===== config.mk =====
export PLATFORM = sky130hd
export DESIGN_NAME = pll_status_and_output_driver_ctrl
export DESIGN_NICKNAME = d
export VERILOG_FILES = /design/src/inc/pll_ctrl_pkg.sv /design/src/verilog/level_sync.sv /design/src/verilog/pll_status_and_output_driver_ctrl.sv
export SDC_FILE = /design/constraint.sdc
export NUM_CORES = 1
export LEC_CHECK = 0
export ABC_AREA = 1
export BUFFER_PORTS_ARGS = -buffer_cell sky130_fd_sc_hd__buf_2
export CAP_MARGIN = 0
export CELL_PAD_IN_SITES_DETAIL_PLACEMENT = 0
export CELL_PAD_IN_SITES_GLOBAL_PLACEMENT = 1
export CORE_MARGIN = 4
export CORE_UTILIZATION = 34
export DETAILED_ROUTE_END_ITERATION = 8
export GPL_ROUTABILITY_DRIVEN = 0
export PLACE_DENSITY_LB_ADDON = 0.05
export SYNTH_ARGS = -nofsm -noshare
export SYNTH_HDL_FRONTEND = slang
export SYNTH_SLANG_ARGS = --single-unit

===== constraint.sdc =====
create_clock -name aclk -period 2.1 [get_ports aclk]
set_clock_uncertainty 0.05 [all_clocks]
set_input_delay 0.21 -clock aclk [delete_from_list [all_inputs] [get_ports aclk]]
set_output_delay 0.21 -clock aclk [all_outputs]
set_load 0.01 [all_outputs]

===== src/inc/pll_ctrl_pkg.sv =====
// constants, register map and carrier types of the pll status / output driver block
// assumes an axi4-lite master of 32-bit data; byte address = 4 * register index
package pll_ctrl_pkg;

    localparam int ADDR_W = 12;
    localparam int DATA_W = 32;
    localparam int NUM_OUT = 3;
    localparam int SYNC_STAGES = 2;

    // register indices as printed; byte address is four times the index
    localparam logic [7:0] IDX_STATUS = 8'h1f;
    localparam logic [7:0] IDX_MON_EN = 8'h1a;
    localparam logic [7:0] IDX_PWR_DOWN = 8'h1c;
    localparam logic [7:0] IDX_OUTPUT_DRIVER_0 = 8'hf0;
    localparam logic [7:0] IDX_OUTPUT_DRIVER_1 = 8'hf1;
    localparam logic [7:0] IDX_OUTPUT_DRIVER_2 = 8'hf2;

    // status byte fields
    localparam int BIT_REF_SEL = 4;
    localparam int BIT_FB_PRESENT = 3;
    localparam int BIT_REF_INPUT_B_PRESENT = 2;
    localparam int BIT_REF_INPUT_A_PRESENT = 1;
    localparam int BIT_LOCK = 0;

    // monitor enable fields
    localparam int BIT_FB_MON_EN = 7;
    localparam int BIT_REF_INPUT_A_MON_EN = 6;
    localparam int BIT_REF_INPUT_B_MON_EN = 5;

    // power-down fields
    localparam int BIT_REF_INPUT_B_MON_OFF = 5;
    localparam int BIT_REF_INPUT_A_MON_OFF = 4;

    // output control fields
    localparam int BIT_PAIR_PD = 4;
    localparam int BIT_SWING_LSB = 1;
    localparam int BIT_DRV_PD = 0;

    // values after reset
    localparam logic [7:0] OUT_CTRL_RST = 8'h04;
    localparam logic [7:0] MON_EN_RST = 8'h00;
    localparam logic [7:0] PWR_DOWN_RST = 8'h22;

    // writable bits: the pair power-down exists on outputs 0 and 2 only
    localparam logic [7:0] OUT_PAIR_MASK = 8'h17;
    localparam logic [7:0] OUT_SOLO_MASK = 8'h07;

    localparam logic [1:0] RESP_OKAY = 2'h0;
    localparam logic [1:0] RESP_SLVERR = 2'h2;

    typedef enum logic [6:0] {
        SEL_NONE = 7'h01,
        SEL_STATUS = 7'h02,
        SEL_MON = 7'h04,
        SEL_PD = 7'h08,
        SEL_OUTPUT_DRIVER_0 = 7'h10,
        SEL_OUTPUT_DRIVER_1 = 7'h20,
        SEL_OUTPUT_DRIVER_2 = 7'h40
    } reg_sel_t;

    localparam reg_sel_t OUT_SEL [NUM_OUT] = '{SEL_OUTPUT_DRIVER_0, SEL_OUTPUT_DRIVER_1, SEL_OUTPUT_DRIVER_2};

    // raw indications from the analog pll, asynchronous to aclk
    typedef struct packed {
        logic ref_b_selected;
        logic fb_clk_present;
        logic ref_b_present;
        logic ref_a_present;
        logic locked;
    } pll_pins_t;

    typedef struct packed {
        logic pair_pd_01;
        logic pair_pd_23;
        logic [NUM_OUT-1:0] driver_pd;
        logic [NUM_OUT-1:0][1:0] swing;
    } driver_ctrl_t;

    typedef struct packed {
        logic fb_mon_en;
        logic ref_a_mon_en;
        logic ref_b_mon_en;
        logic ref_a_mon_clk_off;
        logic ref_b_mon_clk_off;
        logic auto_switch_en;
    } monitor_ctrl_t;

endpackage : pll_ctrl_pkg


===== src/verilog/level_sync.sv =====
// two-flop synchroniser for a group of independent level signals
// assumes each bit is a slow level; no bus coherence between bits
`timescale 1ns/100ps
module level_sync
    import pll_ctrl_pkg::*;
#(
    parameter int WIDTH = 5
) (
    input wire logic aclk,
    input wire logic aresetn,
    input wire logic [WIDTH-1:0] d,
    output logic [WIDTH-1:0] q
);

    genvar i;
    generate
        for (i = 0; i < WIDTH; i++) begin : g_bit
            logic [SYNC_STAGES-1:0] stage;
            // first stage feeds only the second
            always_ff @(posedge aclk) begin
                if (!aresetn) begin
                    stage <= '0;
                end else begin
                    stage <= {stage[SYNC_STAGES-2:0], d[i]};
                end
            end
            assign q[i] = stage[SYNC_STAGES-1];
        end
    endgenerate

endmodule : level_sync


===== src/verilog/pll_status_and_output_driver_ctrl.sv =====
// register bank: pll status readback and output driver control over axi4-lite
// assumes pll indications arrive asynchronously; one write and one read in flight
`timescale 1ns/100ps
module pll_status_and_output_driver_ctrl
    import pll_ctrl_pkg::*;
(
    input wire logic aclk,
    input wire logic aresetn,
    input wire logic [ADDR_W-1:0] awaddr,
    input wire logic [2:0] awprot,
    input wire logic awvalid,
    output logic awready,
    input wire logic [DATA_W-1:0] wdata,
    input wire logic [3:0] wstrb,
    input wire logic wvalid,
    output logic wready,
    output logic [1:0] bresp,
    output logic bvalid,
    input wire logic bready,
    input wire logic [ADDR_W-1:0] araddr,
    input wire logic [2:0] arprot,
    input wire logic arvalid,
    output logic arready,
    output logic [DATA_W-1:0] rdata,
    output logic [1:0] rresp,
    output logic rvalid,
    input wire logic rready,
    input wire pll_pins_t pll_pins,
    output driver_ctrl_t driver_ctrl,
    output monitor_ctrl_t monitor_ctrl
);

    // address decode shared by the read and write paths
    function automatic reg_sel_t decode(input logic [ADDR_W-1:0] addr);
        logic [7:0] idx;
        idx = addr[9:2];
        if (addr[ADDR_W-1:10] != '0) begin
            return SEL_NONE;
        end
        case (idx)
            IDX_STATUS: return SEL_STATUS;
            IDX_MON_EN: return SEL_MON;
            IDX_PWR_DOWN: return SEL_PD;
            IDX_OUTPUT_DRIVER_0: return SEL_OUTPUT_DRIVER_0;
            IDX_OUTPUT_DRIVER_1: return SEL_OUTPUT_DRIVER_1;
            IDX_OUTPUT_DRIVER_2: return SEL_OUTPUT_DRIVER_2;
            default: return SEL_NONE;
        endcase
    endfunction : decode

    // pll indications cross into aclk
    pll_pins_t pins_sync;

    level_sync #(
        .WIDTH($bits(pll_pins_t))
    ) u_pin_sync (
        .aclk(aclk),
        .aresetn(aresetn),
        .d(pll_pins),
        .q(pins_sync)
    );

    logic [7:0] mon_en;
    logic [7:0] pwr_down;
    logic [7:0] out_ctrl [NUM_OUT];
    logic [7:0] stat_byte;
    logic fb_valid;
    logic ref_input_b_valid;
    logic ref_input_a_valid;

    // write channel state
    logic aw_held;
    logic w_held;
    logic [ADDR_W-1:0] aw_addr;
    logic [7:0] w_byte;
    logic w_lane;
    logic aw_take;
    logic w_take;
    logic wr_fire;
    logic [ADDR_W-1:0] cur_awaddr;
    logic [7:0] cur_byte;
    logic cur_lane;
    reg_sel_t wr_sel;
    logic wr_ok;

    // read channel state
    logic ar_take;
    reg_sel_t rd_sel;
    logic [7:0] rd_byte;

    // flags are masked to zero while their monitor is not running, so a stale
    // presence never reads back as valid
    assign fb_valid = mon_en[BIT_FB_MON_EN];
    assign ref_input_b_valid = mon_en[BIT_REF_INPUT_B_MON_EN] && !pwr_down[BIT_REF_INPUT_B_MON_OFF];
    assign ref_input_a_valid = mon_en[BIT_REF_INPUT_A_MON_EN] && !pwr_down[BIT_REF_INPUT_A_MON_OFF];

    always_comb begin
        stat_byte = 8'h00;
        stat_byte[BIT_REF_SEL] = pins_sync.ref_b_selected;
        stat_byte[BIT_FB_PRESENT] = fb_valid && pins_sync.fb_clk_present;
        stat_byte[BIT_REF_INPUT_B_PRESENT] = ref_input_b_valid && pins_sync.ref_b_present;
        stat_byte[BIT_REF_INPUT_A_PRESENT] = ref_input_a_valid && pins_sync.ref_a_present;
        stat_byte[BIT_LOCK] = pins_sync.locked;
    end

    // write path: address and data taken in either order, answer once both held
    assign awready = !aw_held && !bvalid;
    assign wready = !w_held && !bvalid;
    assign aw_take = awvalid && awready;
    assign w_take = wvalid && wready;
    assign cur_awaddr = aw_held ? aw_addr : awaddr;
    assign cur_byte = w_held ? w_byte : wdata[7:0];
    assign cur_lane = w_held ? w_lane : wstrb[0];
    assign wr_fire = (aw_held || aw_take) && (w_held || w_take);
    assign wr_sel = decode(cur_awaddr);
    assign wr_ok = (wr_sel != SEL_NONE) && (wr_sel != SEL_STATUS);

    always_ff @(posedge aclk) begin
        if (!aresetn) begin
            aw_held <= 1'b0;
            aw_addr <= '0;
        end else if (wr_fire) begin
            aw_held <= 1'b0;
        end else if (aw_take) begin
            aw_held <= 1'b1;
            aw_addr <= awaddr;
        end
    end

    always_ff @(posedge aclk) begin
        if (!aresetn) begin
            w_held <= 1'b0;
            w_byte <= 8'h00;
            w_lane <= 1'b0;
        end else if (wr_fire) begin
            w_held <= 1'b0;
        end else if (w_take) begin
            w_held <= 1'b1;
            w_byte <= wdata[7:0];
            w_lane <= wstrb[0];
        end
    end

    // writes to the read-only status or an unmapped word change nothing
    always_ff @(posedge aclk) begin
        if (!aresetn) begin
            bvalid <= 1'b0;
            bresp <= RESP_OKAY;
        end else if (wr_fire) begin
            bvalid <= 1'b1;
            bresp <= wr_ok ? RESP_OKAY : RESP_SLVERR;
        end else if (bready) begin
            bvalid <= 1'b0;
        end
    end

    always_ff @(posedge aclk) begin
        if (!aresetn) begin
            mon_en <= MON_EN_RST;
        end else if (wr_fire && cur_lane && wr_sel == SEL_MON) begin
            mon_en <= cur_byte;
        end
    end

    always_ff @(posedge aclk) begin
        if (!aresetn) begin
            pwr_down <= PWR_DOWN_RST;
        end else if (wr_fire && cur_lane && wr_sel == SEL_PD) begin
            pwr_down <= cur_byte;
        end
    end

    genvar i;
    generate
        for (i = 0; i < NUM_OUT; i++) begin : g_out
            localparam logic [7:0] MASK = (i == 1) ? OUT_SOLO_MASK : OUT_PAIR_MASK;
            always_ff @(posedge aclk) begin
                if (!aresetn) begin
                    out_ctrl[i] <= OUT_CTRL_RST;
                end else if (wr_fire && cur_lane && wr_sel == OUT_SEL[i]) begin
                    out_ctrl[i] <= cur_byte & MASK;
                end
            end
            assign driver_ctrl.driver_pd[i] = out_ctrl[i][BIT_DRV_PD];
            assign driver_ctrl.swing[i] = out_ctrl[i][BIT_SWING_LSB +: 2];
        end
    endgenerate

    assign driver_ctrl.pair_pd_01 = out_ctrl[0][BIT_PAIR_PD];
    assign driver_ctrl.pair_pd_23 = out_ctrl[2][BIT_PAIR_PD];

    // switchover needs both monitor clocks running
    assign monitor_ctrl.fb_mon_en = mon_en[BIT_FB_MON_EN];
    assign monitor_ctrl.ref_a_mon_en = mon_en[BIT_REF_INPUT_A_MON_EN];
    assign monitor_ctrl.ref_b_mon_en = mon_en[BIT_REF_INPUT_B_MON_EN];
    assign monitor_ctrl.ref_a_mon_clk_off = pwr_down[BIT_REF_INPUT_A_MON_OFF];
    assign monitor_ctrl.ref_b_mon_clk_off = pwr_down[BIT_REF_INPUT_B_MON_OFF];
    assign monitor_ctrl.auto_switch_en =
        !pwr_down[BIT_REF_INPUT_A_MON_OFF] && !pwr_down[BIT_REF_INPUT_B_MON_OFF];

    // read path: one read in flight, data registered one cycle after the address
    assign arready = !rvalid;
    assign ar_take = arvalid && arready;
    assign rd_sel = decode(araddr);

    always_comb begin
        case (rd_sel)
            SEL_STATUS: rd_byte = stat_byte;
            SEL_MON: rd_byte = mon_en;
            SEL_PD: rd_byte = pwr_down;
            SEL_OUTPUT_DRIVER_0: rd_byte = out_ctrl[0];
            SEL_OUTPUT_DRIVER_1: rd_byte = out_ctrl[1];
            SEL_OUTPUT_DRIVER_2: rd_byte = out_ctrl[2];
            default: rd_byte = 8'h00;
        endcase
    end

    always_ff @(posedge aclk) begin
        if (!aresetn) begin
            rvalid <= 1'b0;
            rdata <= '0;
            rresp <= RESP_OKAY;
        end else if (ar_take) begin
            rvalid <= 1'b1;
            rdata <= {24'h000000, rd_byte};
            rresp <= (rd_sel == SEL_NONE) ? RESP_SLVERR : RESP_OKAY;
        end else if (rready) begin
            rvalid <= 1'b0;
        end
    end
endmodule : pll_status_and_output_driver_ctrl

==> out/results.txt <==
Ys async rst share: 0%
Status: finished clean
Fin crit period: 1910 ps
Final Instance Area: 4290 um2
Hold path start: awaddr[9]
First-pass GRT wire length: 14300 um
Initial Util: 35.1%
CP bufs+invs: 1
Clock transition at path regs: 90 ps
Met1 Use GR: 17.9%
Bufs on Longest Clock Path: 2
Layout fillers: 1118
RSZ-0062 raised after global routing: false
Reg2Reg Launch Point: aw_held
Commonest non-fill, non-tap cell in the layout: nand2_1
CTS Buf Count: 9
Highest ir drop seen on vdd: 0.380 mV
Dominant synthesized flop cell: dfxtp_1
TritonCTS clock tree: yes
Critical Path Start Type: flop
Die Area: 12500 um2
Clk Latency, worst-skew pair: 350 ps
Achievable Freq: 525 MHz
Nets: 659
Mean Syn Cell Area: 7.31 um2
Cell-by-cell trace of the critical path: buf_6, nand2_1, nand2_1, nand2_1, nor2_4, nand3_1, nor2_1, nand4_2, nand2_1
M3 GR Usage: 2.93%
Synthesized cell area: 3660 um2
Vias: 3123
GRT Util Overall: 14.1%
Final WS setup: 194 ps
Routed length per instance: 12.4 um
MaxCap Viol Count: 0
Die height: 112 um
Slowest stage cell, crit path: dfxtp_2
Multi-input logic area: 1630 um2
Rows: 37
Die width: 112 um
Worst Path Max Fanout: 11
Final wirelength: 8940 um
Remaining DRCs: 0
CP delay by family, top: simple AND/OR/NAND/NOR gates
Layout cell share with drive strength beyond 1: 25.4%
Final hold violations: 0
Post-Place Cell Area: 4040 um2
Type of element capturing the critical path: flop
Hold depth: 3
Register Area: 1510 um2
Reg2reg setup slack: 190 ps
CTS H-tree depth: 3
Total negative slack: 0 ps
ANT cells: 0
Yosys top cell by area: dfxtp_1
WS Path Type: flop to flop
Met2 Track Usage GR: 24.1%
Hold Crit Class: input pin to flop
Worst r2r dst: out_ctrl[1][0]
Critical Path Max Stage Delay: 390 ps
Area share of the largest cell type after synthesis: 32.3%
Antenna violations before repair: 0
Antenna Nets Post-Route: 0
Relative slew slack: 46.7%
# port buffers: 72
Critical Path RT: 2110 ps
Seq/Total Area, Yosys: 41.3%
Cell mode on critical path: nand2_1
Most frequent cells in the layout: nand2_1 (107), buf_2 (72), inv_1 (62), dfxtp_1 (58), nor2_1 (57)
Leak: 2.08 nW
Clk sink count: 70
Initial DRT Pass Iterations: 4
Core area: 10400 um2
Tightest Pin Transition: 792 ps
Crit share post-route: 90.8%
Vias in the first global route: 2880
R2R depth: 9
Synth area leaders: dfxtp_1 (32%), nand2_1 (11%), edfxtp_1 (9.0%)
P&R area growth vs syn: 17.3%
Synthesized instance count: 501
P per Cell Area: 752 nW/um2
GRT Residual Overflow: 0
Worst slack at placement: 128 ps
Root Buffer: clkbuf_8
Top-level I/O count: 136
Setup violations, final: 0
Largest net degree at the start of global routing: 47
Via/cell ratio: 4.33
Final hold slack: 41.4 ps
Unique masters post-synth: 36
DRT iter0 DRCs: 134
Postcts setup bufs: 0
GRT Max-Usage Layer: met2
Slew Limit Fails: 0
WHS Endpoint: aw_addr[9]
Detail Placement HPWL: 6820 um
Synth Warn #: 0
EDFF count, synth: 11
Critical Path AT: 1920 ps
Flops & latches, synth: 70
## per-layer routing
layer,up-vias,share of wire (%)
met5,-,0
met4,0,1.1
met3,8,4.6
met2,71,48
met1,1352,46
li1,1692,-
## cell type report
cell class,count,share of cell area (%)
clock buffers,9,2.88
clock inverters,7,1.43
inverters,68,6.00
multi-input cells,339,38.1
flip-flops and latches,70,35.2
well taps,136,3.96
repair buffers,93,12.4
## logic make-up after synthesis
family / synth area share [%]
AND/OR/NAND/NOR: 28.9
flip-flops: 41.3
AO/OA/AOI/OAI: 12.8
other: 0.102
buffers and inverters: 16.9
## synth_stat cells, types with 5 or more instances
cell type  number
nand4_1         7
inv_2           6
or2_2           5
dfxtp_1        59
nand3_1        18
nor2_1         57
nand2_2        10
buf_6           5
nand2_1       107
a21oi_2         6
inv_1          62
edfxtp_1       11
a21oi_1        23
clkbuf_1        8
o21ai_0        44
buf_4          31
nor3_1          7
## metrics by stage
stage / std cells / util (%) / total power [mW]
3_3_place_gp: 701 / 38.8 / 2.20
3_5_place_dp: 701 / 38.8 / 2.21
6_report: 722 / 41.2 / 3.23
5_1_grt: 722 / 41.2 / 3.45
2_1_floorplan: 526 / - / 2.04
4_1_cts: 722 / 41.1 / 3.27
## worst max path at each step
| stage | startpoint | end | slack [ps] | depth (start not counted) |
|---|---|---|---|---|
| after global placement | aw_held | out_ctrl[1][0] | 160 | 9 |
| after detailed placement | aw_held | out_ctrl[1][1] | 130 | 9 |
| final | aw_held | out_ctrl[1][0] | 190 | 9 |
| after floorplan | bvalid | out_ctrl[1][0] | 360 | 10 |
| after CTS | aw_held | out_ctrl[1][1] | 110 | 9 |
| after global routing | aw_held | out_ctrl[1][1] | 50 | 9 |
## sequential cells by signal, summed over array words and instances (netlist names), 8 cells and up
register / flops
aw_addr: 10
mon_en: 8
out_ctrl: 11
pwr_down: 8
rdata: 8
u_pin_sync.g_bit.stage: 10
w_byte: 8
## power by group
group	internal [mW]	total (mW)	switching, mW
registers	1.46	1.51	0.0525
clock network	0.454	1.04	0.590
logic	0.233	0.678	0.445
total	2.14	3.23	1.09
## timing repair
action                     in CTS  in global routing
hold endpoints to repair        5                  0
hold buffers                    5                  0
resized for setup               0                  4
setup endpoints to repair       0                 10
## worst min-delay path, delay by kind of cell
kind | cells | cell delay [ps]
simple gates | 2 | 120
buf+inv | 1 | 90
Note: power is estimated with default switching activity, not from simulation.
